File: src/hw/lcd_link_pkg.sv
package lcd_link_pkg;
  // Frame geometry in pixel clocks and lines
  localparam int LINE_CLKS = 336;
  localparam int FRAME_LINES = 244;
  localparam int H_BACK_PORCH = 8;
  localparam int H_DISPLAY = 320;
  localparam int V_BACK_PORCH = 2;
  localparam int V_DISPLAY = 240;
  // Power down: frames that the pixel clock must outlive shutdown
  localparam int SHUT_OFF_FRAMES = 2;
  localparam int SHUT_HOLD_CLKS = SHUT_OFF_FRAMES * LINE_CLKS * FRAME_LINES;
  // Vertical sync falling edges to blank and to restart the display
  localparam int OFF_FALLS = 2;
  localparam int ON_FALLS = 10;
  // Pixel word layout
  localparam int COLOUR_BITS = 6;
  localparam int PIXEL_BITS = 3 * COLOUR_BITS;
  localparam int RED_LSB = 0;
  localparam int GREEN_LSB = 6;
  localparam int BLUE_LSB = 12;
  localparam logic [COLOUR_BITS-1:0] DARKEST_LEVEL = 6'h00;
  localparam logic [COLOUR_BITS-1:0] BRIGHTEST_LEVEL = 6'h3f;
  // Serial setup word
  localparam int WORD_BITS = 9;
  localparam int PAYLOAD_BITS = 8;
  // Core clock and times derived from it
  localparam int CORE_PERIOD_NS = 100;
  localparam int RESET_PULSE_US = 10;
  localparam int RESET_PULSE_CLKS =
    (RESET_PULSE_US * 1000 + CORE_PERIOD_NS - 1) / CORE_PERIOD_NS;
  localparam int SCLK_PHASE_MIN_NS = 25;
  localparam int SCLK_PHASE_MIN_CLKS =
    (SCLK_PHASE_MIN_NS + CORE_PERIOD_NS - 1) / CORE_PERIOD_NS;
  localparam int SCLK_HALF_CLKS = 8;
  // Device samples serial pins at pixel rate through two flops
  localparam int SCLK_SYNC_MIN_CLKS = 4;
endpackage

File: src/hw/lcd_link_if.sv
interface lcd_link_if;
  logic pixel_clock;
  logic vertical_sync_pulse_n;
  logic [lcd_link_pkg::PIXEL_BITS-1:0] pixel_data;
  logic shutdown;
  logic module_reset_n;
  logic serial_select_n;
  logic serial_clock;
  logic serial_input;

  modport host (
    output pixel_clock,
    output vertical_sync_pulse_n,
    output pixel_data,
    output shutdown,
    output module_reset_n,
    output serial_select_n,
    output serial_clock,
    output serial_input
  );

  modport device (
    input pixel_clock,
    input vertical_sync_pulse_n,
    input pixel_data,
    input shutdown,
    input module_reset_n,
    input serial_select_n,
    input serial_clock,
    input serial_input
  );
endinterface

File: src/hw/host_display_end.sv
module host_display_end #(
  parameter int LINE_CLKS = lcd_link_pkg::LINE_CLKS,
  parameter int FRAME_LINES = lcd_link_pkg::FRAME_LINES,
  parameter int HOLD_CLKS = lcd_link_pkg::SHUT_HOLD_CLKS,
  parameter int SCLK_HALF = lcd_link_pkg::SCLK_HALF_CLKS
) (
  // Clock and reset
  input logic core_clk,
  input logic reset,
  // Power control
  input logic shutdown_req,
  input logic module_reset_req,
  output logic link_stopped,
  // Pixel source, held by the user
  input logic [lcd_link_pkg::COLOUR_BITS-1:0] red_in,
  input logic [lcd_link_pkg::COLOUR_BITS-1:0] green_in,
  input logic [lcd_link_pkg::COLOUR_BITS-1:0] blue_in,
  // Setup word port
  input logic setup_start,
  input logic setup_command_data_flag,
  input logic [lcd_link_pkg::PAYLOAD_BITS-1:0] setup_payload,
  output logic setup_ready,
  // Display link
  lcd_link_if.host link
);
  localparam int PB = lcd_link_pkg::PAYLOAD_BITS;
  localparam int HW = $clog2(LINE_CLKS);
  localparam int VW = $clog2(FRAME_LINES);
  localparam int CW = $clog2(HOLD_CLKS + 1);
  localparam int TW = $clog2(SCLK_HALF + 1);
  localparam int RW = $clog2(lcd_link_pkg::RESET_PULSE_CLKS + 1);
  localparam int KW = $clog2(lcd_link_pkg::WORD_BITS);
  localparam logic [HW-1:0] H_LAST = HW'(LINE_CLKS - 1);
  localparam logic [VW-1:0] V_LAST = VW'(FRAME_LINES - 1);
  localparam logic [CW-1:0] HOLD_LAST = CW'(HOLD_CLKS - 1);
  localparam logic [TW-1:0] HALF_LAST = TW'(SCLK_HALF - 1);
  localparam logic [RW-1:0] RESET_LEN = RW'(lcd_link_pkg::RESET_PULSE_CLKS);
  localparam logic [KW-1:0] LAST_BIT = KW'(lcd_link_pkg::WORD_BITS - 1);
  if (LINE_CLKS < lcd_link_pkg::H_BACK_PORCH + 1 ||
      FRAME_LINES < lcd_link_pkg::V_BACK_PORCH + 1 || HOLD_CLKS < 1 ||
      SCLK_HALF < lcd_link_pkg::SCLK_PHASE_MIN_CLKS ||
      SCLK_HALF < lcd_link_pkg::SCLK_SYNC_MIN_CLKS) begin : g_bad_params
    $error("host_display_end: parameters out of range");
  end
  typedef enum logic [1:0] {
    P_RUN = 2'b00,
    P_WAIT = 2'b01,
    P_STOP = 2'b10,
    P_WAKE = 2'b11
  } power_state_t;
  typedef enum logic [2:0] {
    S_IDLE = 3'b000,
    S_SETUP = 3'b001,
    S_HIGH = 3'b010,
    S_END = 3'b011,
    S_GAP = 3'b100
  } serial_state_t;
  function automatic logic in_window(input int pos, input int first,
                                     input int count);
    return pos >= first && pos < first + count;
  endfunction
  // Pixel timing, power sequence and module reset pulse
  logic pclk_reg, pclk_next, fall_tick;
  logic [HW-1:0] h_reg, h_next;
  logic [VW-1:0] v_reg, v_next;
  logic vs_n_reg, vs_n_next, shut_reg, shut_next, stopped_next;
  logic [lcd_link_pkg::PIXEL_BITS-1:0] data_reg, data_next;
  power_state_t pwr_reg, pwr_next;
  logic [CW-1:0] hold_reg, hold_next;
  logic [RW-1:0] rst_cnt_reg, rst_cnt_next;
  logic served_reg, served_next, rst_n_reg, rst_n_next, rst_start;
  // Serial setup
  serial_state_t ser_reg, ser_next;
  logic [TW-1:0] timer_reg, timer_next;
  logic [KW-1:0] bit_reg, bit_next;
  logic [PB:0] shift_reg, shift_next;
  logic sel_n_reg, sel_n_next, sclk_reg, sclk_next;
  logic sin_reg, sin_next, ready_next;
  // Data changes on the pixel clock fall, the panel samples on the rise
  assign fall_tick = pclk_reg;
  always_comb begin
    pclk_next = (pwr_reg != P_STOP) ? !pclk_reg : 1'b0;
    h_next = h_reg;
    v_next = v_reg;
    vs_n_next = vs_n_reg;
    data_next = data_reg;
    if (fall_tick) begin
      h_next = (h_reg == H_LAST) ? '0 : HW'(h_reg + 1'b1);
      if (h_reg == H_LAST) begin
        v_next = (v_reg == V_LAST) ? '0 : VW'(v_reg + 1'b1);
      end
      vs_n_next = v_next != '0;
      data_next = '0;
      if (in_window(int'(h_next), lcd_link_pkg::H_BACK_PORCH,
                    lcd_link_pkg::H_DISPLAY) &&
          in_window(int'(v_next), lcd_link_pkg::V_BACK_PORCH,
                    lcd_link_pkg::V_DISPLAY)) begin
        data_next = {blue_in, green_in, red_in};
      end
    end
  end
  always_comb begin
    pwr_next = pwr_reg;
    hold_next = hold_reg;
    unique case (pwr_reg)
      P_RUN: begin
        if (shutdown_req) begin
          pwr_next = P_WAIT;
          hold_next = '0;
        end
      end
      P_WAIT: begin
        // The clock may stop only on a fall, so it halts low
        if (fall_tick) begin
          if (hold_reg == HOLD_LAST) begin
            pwr_next = P_STOP;
          end else begin
            hold_next = CW'(hold_reg + 1'b1);
          end
        end
      end
      P_STOP: begin
        if (!shutdown_req) begin
          pwr_next = P_WAKE;
        end
      end
      P_WAKE: begin
        if (fall_tick) begin
          pwr_next = P_RUN;
        end
      end
    endcase
    shut_next = pwr_next != P_RUN;
    stopped_next = pwr_next == P_STOP;
  end
  // No reset pulse while the two-frame wait runs or is about to start
  assign rst_start = module_reset_req && !served_reg &&
    rst_cnt_reg == '0 && pwr_next != P_WAIT;
  always_comb begin
    rst_cnt_next = rst_start ? RESET_LEN :
      (rst_cnt_reg == '0) ? '0 : RW'(rst_cnt_reg - 1'b1);
    served_next = module_reset_req && (served_reg || rst_start);
    rst_n_next = rst_cnt_next == '0;
  end
  always_comb begin
    ser_next = ser_reg;
    shift_next = shift_reg;
    bit_next = bit_reg;
    sel_n_next = sel_n_reg;
    sclk_next = sclk_reg;
    sin_next = sin_reg;
    timer_next = (timer_reg == '0) ? '0 : TW'(timer_reg - 1'b1);
    unique case (ser_reg)
      S_IDLE: begin
        if (setup_start) begin
          shift_next = {setup_command_data_flag, setup_payload};
          sin_next = setup_command_data_flag;
          sel_n_next = 1'b0;
          timer_next = HALF_LAST;
          bit_next = '0;
          ser_next = S_SETUP;
        end
      end
      S_SETUP: begin
        if (timer_reg == '0) begin
          sclk_next = 1'b1;
          timer_next = HALF_LAST;
          ser_next = S_HIGH;
        end
      end
      S_HIGH: begin
        if (timer_reg == '0) begin
          sclk_next = 1'b0;
          timer_next = HALF_LAST;
          if (bit_reg == LAST_BIT) begin
            ser_next = S_END;
          end else begin
            shift_next = {shift_reg[PB-1:0], 1'b0};
            sin_next = shift_reg[PB-1];
            bit_next = KW'(bit_reg + 1'b1);
            ser_next = S_SETUP;
          end
        end
      end
      S_END: begin
        if (timer_reg == '0) begin
          sel_n_next = 1'b1;
          timer_next = HALF_LAST;
          ser_next = S_GAP;
        end
      end
      S_GAP: begin
        if (timer_reg == '0) begin
          ser_next = S_IDLE;
        end
      end
      default: begin
        ser_next = S_IDLE;
        sel_n_next = 1'b1;
        sclk_next = 1'b0;
      end
    endcase
    ready_next = ser_next == S_IDLE;
  end
  always_ff @(posedge core_clk) begin
    if (reset) begin
      pclk_reg <= 1'b0;
      h_reg <= '0;
      v_reg <= '0;
      vs_n_reg <= 1'b1;
      data_reg <= '0;
      pwr_reg <= P_RUN;
      hold_reg <= '0;
      shut_reg <= 1'b0;
      link_stopped <= 1'b0;
      // A reset pulse follows every host reset to bring the panel up
      rst_cnt_reg <= RESET_LEN;
      served_reg <= 1'b0;
      rst_n_reg <= 1'b0;
      ser_reg <= S_IDLE;
      timer_reg <= '0;
      bit_reg <= '0;
      shift_reg <= '0;
      sel_n_reg <= 1'b1;
      sclk_reg <= 1'b0;
      sin_reg <= 1'b0;
      setup_ready <= 1'b0;
    end else begin
      pclk_reg <= pclk_next;
      h_reg <= h_next;
      v_reg <= v_next;
      vs_n_reg <= vs_n_next;
      data_reg <= data_next;
      pwr_reg <= pwr_next;
      hold_reg <= hold_next;
      shut_reg <= shut_next;
      link_stopped <= stopped_next;
      rst_cnt_reg <= rst_cnt_next;
      served_reg <= served_next;
      rst_n_reg <= rst_n_next;
      ser_reg <= ser_next;
      timer_reg <= timer_next;
      bit_reg <= bit_next;
      shift_reg <= shift_next;
      sel_n_reg <= sel_n_next;
      sclk_reg <= sclk_next;
      sin_reg <= sin_next;
      setup_ready <= ready_next;
    end
  end
  assign link.pixel_clock = pclk_reg;
  assign link.vertical_sync_pulse_n = vs_n_reg;
  assign link.pixel_data = data_reg;
  assign link.shutdown = shut_reg;
  assign link.module_reset_n = rst_n_reg;
  // Write-only port: the host never listens on the serial lines
  assign link.serial_select_n = sel_n_reg;
  assign link.serial_clock = sclk_reg;
  assign link.serial_input = sin_reg;
endmodule

File: src/flat_wrapper.sv
// flat-port wrapper written by rule: the top's interface ports become plain ports
module host_display_end_flat 
#(
  parameter int LINE_CLKS = lcd_link_pkg::LINE_CLKS,
  parameter int FRAME_LINES = lcd_link_pkg::FRAME_LINES,
  parameter int HOLD_CLKS = lcd_link_pkg::SHUT_HOLD_CLKS,
  parameter int SCLK_HALF = lcd_link_pkg::SCLK_HALF_CLKS
)
  (core_clk, reset, shutdown_req, module_reset_req, link_stopped, red_in, green_in, blue_in, setup_start, setup_command_data_flag, setup_payload, setup_ready, link_pixel_clock, link_vertical_sync_pulse_n, link_pixel_data, link_shutdown, link_module_reset_n, link_serial_select_n, link_serial_clock, link_serial_input);
  lcd_link_if link_i ();
  input logic core_clk;
  input logic reset;
  input logic shutdown_req;
  input logic module_reset_req;
  output logic link_stopped;
  input logic [lcd_link_pkg::COLOUR_BITS-1:0] red_in;
  input logic [lcd_link_pkg::COLOUR_BITS-1:0] green_in;
  input logic [lcd_link_pkg::COLOUR_BITS-1:0] blue_in;
  input logic setup_start;
  input logic setup_command_data_flag;
  input logic [lcd_link_pkg::PAYLOAD_BITS-1:0] setup_payload;
  output logic setup_ready;
  output wire logic [$bits(link_i.pixel_clock)-1:0] link_pixel_clock;
  output wire logic [$bits(link_i.vertical_sync_pulse_n)-1:0] link_vertical_sync_pulse_n;
  output wire logic [$bits(link_i.pixel_data)-1:0] link_pixel_data;
  output wire logic [$bits(link_i.shutdown)-1:0] link_shutdown;
  output wire logic [$bits(link_i.module_reset_n)-1:0] link_module_reset_n;
  output wire logic [$bits(link_i.serial_select_n)-1:0] link_serial_select_n;
  output wire logic [$bits(link_i.serial_clock)-1:0] link_serial_clock;
  output wire logic [$bits(link_i.serial_input)-1:0] link_serial_input;
  assign link_pixel_clock = link_i.pixel_clock;
  assign link_vertical_sync_pulse_n = link_i.vertical_sync_pulse_n;
  assign link_pixel_data = link_i.pixel_data;
  assign link_shutdown = link_i.shutdown;
  assign link_module_reset_n = link_i.module_reset_n;
  assign link_serial_select_n = link_i.serial_select_n;
  assign link_serial_clock = link_i.serial_clock;
  assign link_serial_input = link_i.serial_input;
  host_display_end #(.LINE_CLKS(LINE_CLKS), .FRAME_LINES(FRAME_LINES), .HOLD_CLKS(HOLD_CLKS), .SCLK_HALF(SCLK_HALF)) u_core (.core_clk(core_clk), .reset(reset), .shutdown_req(shutdown_req), .module_reset_req(module_reset_req), .link_stopped(link_stopped), .red_in(red_in), .green_in(green_in), .blue_in(blue_in), .setup_start(setup_start), .setup_command_data_flag(setup_command_data_flag), .setup_payload(setup_payload), .setup_ready(setup_ready), .link(link_i));
endmodule
File: config.mk
export PLATFORM = sky130hd
export DESIGN_NAME = host_display_end_flat
export DESIGN_NICKNAME = d
export VERILOG_FILES = /design/src/hw/lcd_link_pkg.sv /design/src/hw/lcd_link_if.sv /design/src/hw/host_display_end.sv /design/src/flat_wrapper.sv
export SDC_FILE = /design/constraint.sdc
export NUM_CORES = 1
export LEC_CHECK = 0
export BUFFER_PORTS_ARGS = -buffer_cell sky130_fd_sc_hd__buf_2
export CAP_MARGIN = 5
export CORE_ASPECT_RATIO = 0.7
export CORE_MARGIN = 5
export CORE_UTILIZATION = 30
export CTS_BUF_LIST = sky130_fd_sc_hd__clkbuf_4
export DETAILED_ROUTE_END_ITERATION = 10
export PLACE_DENSITY = 0.58
export SYNTH_ARGS = -nofsm -noshare
export SYNTH_HDL_FRONTEND = slang
export SYNTH_SLANG_ARGS = --single-unit
File: constraint.sdc
create_clock -name core_clk -period 3.72 [get_ports core_clk]
set_clock_uncertainty 0.2 [all_clocks]
set_input_delay 0 -clock core_clk [delete_from_list [all_inputs] [get_ports core_clk]]
set_output_delay 0 -clock core_clk [all_outputs]
set_load 0.05 [all_outputs]
==> metrics.md <==
| Metric | Value |
|---|---|
| Synth area leaders | dfxtp_1 (40%), nor2_1 (5.8%), a21oi_1 (4.9%) |
| Fmax | 335 MHz |
| DP HPWL | 7230 um |
| Final Hold Viols | 0 |
| Clock buffer depth | 2 |
| Clock period minus worst slack | around 3 ns |
| CP Launch Point | u_core.h_reg[0]$_SDFFE_PP0P_ |
| Sequential area share after synthesis | 40.2% |
| CTS clk-pin slew, worst paths | 0.15 ns |
| Residual DRC | 0 |
| CTS root buf | clkbuf_4 |
| Vias per std cell | a little over 5 |
| RSZ-0062 raised after global routing | false |
| Vias in the first global route | around 3800 |
| Die H | 113 um |
| Routed Antenna Nets | 0 |
| Ys async rst share | 0% |
| Worst Slack Setup Final | 0.734 ns |
| Starting density of the core | 30.7% |
| R2R Path Start | u_core.h_reg[0]$_SDFFE_PP0P_ |
| Cell taking the most area after synthesis | dfxtp_1 |
| Worst-path cell chain | ha_1 -> and4_1 -> a21oi_2 -> o221a_2 -> and4b_4 -> a2111oi_4 -> a32o_1 |
| TritonCTS clock tree | built |
| Yosys top cell area share | between 40% and 50% |
| Total negative slack | 0 ns |
| Top_reg_cell synth | dfxtp_1 |
| Largest net degree at the start of global routing | 44 |
| Largest stage delay, worst path | 0.87 ns |
| Worst rel slew slack | roughly a fifth |
| Endpoints failing setup | 0 |
| Min-delay worst type | in -> reg |
| WS Path Type | reg -> reg |
| Area grow syn2layout | 20.2% |
| Gate family responsible for the most delay along the worst path | compound AO/OA/AOI/OAI gates |
| Startpoint types | flip-flop |
| Crit path max fanout | 18 |
| Max Cap Viol | 0 |
| Syn Inst Count | 517 |
| WL/cell | 13.1 um |
| Worst vdd ir | 0.183 mV |
| Status | complete, no violations |
| PwrDens | about 370 nW/um^2 |
| Initial antenna violation count | 0 |
| Worst-Skew Late Latency | roughly 0.44 ns |
| Total grt overflow | 0 |
| Crit path DAT | 3.15 ns |
| Post-Syn Nets | 556 |
| Site Rows | 37 |
| Final Max Tran Viols | 0 |
| # IOs | 59 |
| Final Util | 36.9% |
| Via count | a little over 4000 |
| Die W | 157 um |
| Setup WS pre-CTS | 0.748 ns |
| CP max-delay cell | a2111oi_4 |
| Setup Buffers After CTS | 0 |
| HP Start | red_in[2] |
| Worst EP required | 3.88 ns |
| Commonest cells in the netlist | dfxtp_1 (91), nor2_1 (70), a21oi_1 (44) |
| Routed wire length | 10300 um |
| Final Cycle Share | 80.3% |
| Drt first-iter violations | around 200 |
| # resized after CTS | 0 |
| Crit. End Element | flip-flop |
| Worst-Margin Slew | 1.21 ns |
| Cell area after synthesis | 4530 um^2 |
| Count leader, synth | dfxtp_1 |
| N_diodes | 0 |
| Die area | approximately 18000 um^2 |
| YS warnings | 0 |
| Pre-antenna DRT Iters | 5 |
| Post-synth EDFFs | 0 |
| Routability congestion estimate | 0.897 |
| Share of post-route cells with drive strength above 1 | 16.9% |
| Cell variety after synth | 63 |
| Clk sinks | 91 |
| Number of buffers created by CTS | 9 |
| Layout Nets | 632 |
| First-pass GRT wire length | around 18000 um |
| Critical path buffers and inverters | 0 |
| Mean Syn Cell Area | 8.77 um^2 |
| Leak | 2.01 nW |
| Gr usage total | between 10% and 20% |
| Yosys reg bits | 91 |
| Port bufs | 58 |
| Htree depth | 3 |
| Core region area | 14800 um^2 |
-- per-stage QoR --
step | cells | hold WS [ns] | area (um^2) | power [mW]
after floorplan | 517 | -0.0640 | 4530 | 1.29
after global placement | 744 | 0.0366 | 4960 | 1.36
after detailed placement | 744 | 0.0434 | 4960 | 1.37
after CTS | 792 | 0.0717 | 5450 | 2.03
after global routing | 792 | 0.0819 | 5450 | 2.11
final | 792 | 0.121 | 5450 | 1.99
-- metal layers --
layer	share of wire [%]	vias up	global-route usage [%]	routed length [um]
met5	0	-	0	0
met4	0.79	0	3.41	82
met3	7.6	10	4.17	784
met2	42	125	18.0	4300
met1	50	1887	16.3	5170
li1	-	2051	-	-
-- repair_timing --
action | CTS | global route
setup endpoints to repair | 0 | 0
hold buffers | 33 | 0
hold endpoints to repair | 52 | 0
-- report_power, final --
group,total [mW],internal (mW),switching (mW)
Combinational,0.315,0.130,0.185
Sequential,1.06,1.02,0.0415
Clock,0.614,0.286,0.328
Total,1.99,1.44,0.554
-- cells in the final DEF, fill, tap and decap left out, types with 4 or more instances in the layout --
| cell | n |
|---|---|
| a2111oi_0 | 8 |
| clkbuf_4 | 11 |
| inv_1 | 18 |
| nor3b_1 | 4 |
| nand4_1 | 5 |
| xor2_1 | 5 |
| nor3_1 | 17 |
| dlygate4sd3_1 | 33 |
| dfxtp_1 | 91 |
| nand2b_1 | 5 |
| xnor2_1 | 15 |
| mux2i_1 | 12 |
| and3_1 | 12 |
| buf_2 | 58 |
| and2_1 | 5 |
| a21oi_1 | 44 |
| o21a_1 | 4 |
| a32o_1 | 18 |
| nor4_1 | 6 |
| a311oi_1 | 4 |
| ha_1 | 7 |
| nand3_1 | 15 |
| o21ai_0 | 14 |
| a211oi_1 | 7 |
| buf_4 | 7 |
| nand3b_1 | 6 |
| a31oi_1 | 5 |
| nand2_1 | 27 |
| a41oi_1 | 5 |
| nor2_1 | 70 |
-- worst reg2reg max path, stage by stage, from the launching register on --
cell	delay [ns]
dfxtp_1	0.37
ha_1	0.29
and4_1	0.30
a21oi_2	0.14
o221a_2	0.26
and4b_4	0.23
a2111oi_4	0.87
a32o_1	0.28
-- cells by family after synthesis --
| logic type | share of synthesized area, % |
|---|---|
| mux | 3.15 |
| flops | 40.2 |
| simple gates | 23.4 |
| fa+ha+maj | 1.93 |
| compound gates | 22.3 |
| buf+inv | 5.13 |
| xor+xnor | 3.87 |
-- area by class of cell --
class,instances,area (um^2)
fillers,1492,9320
multi-input cells,375,2480
flip-flops and latches,91,1820
repair buffers,98,673
well taps,195,244
clock buffers,11,82.6
clock inverters,4,76.3
inverters,18,67.6
-- final timing paths --
check	slack [ns]	to	cells past startpoint
min	0.12	u_core.link.pixel_data[2]$_SDFFE_PP0P_	3
min reg2reg	0.28	u_core.link.pixel_data[17]$_SDFFE_PP0P_	1
max	0.73	u_core.link.pixel_data[10]$_SDFFE_PP0P_	7
max reg2reg	0.73	u_core.link.pixel_data[10]$_SDFFE_PP0P_	7
No activity file was read; power rests on OpenSTA's default activity.
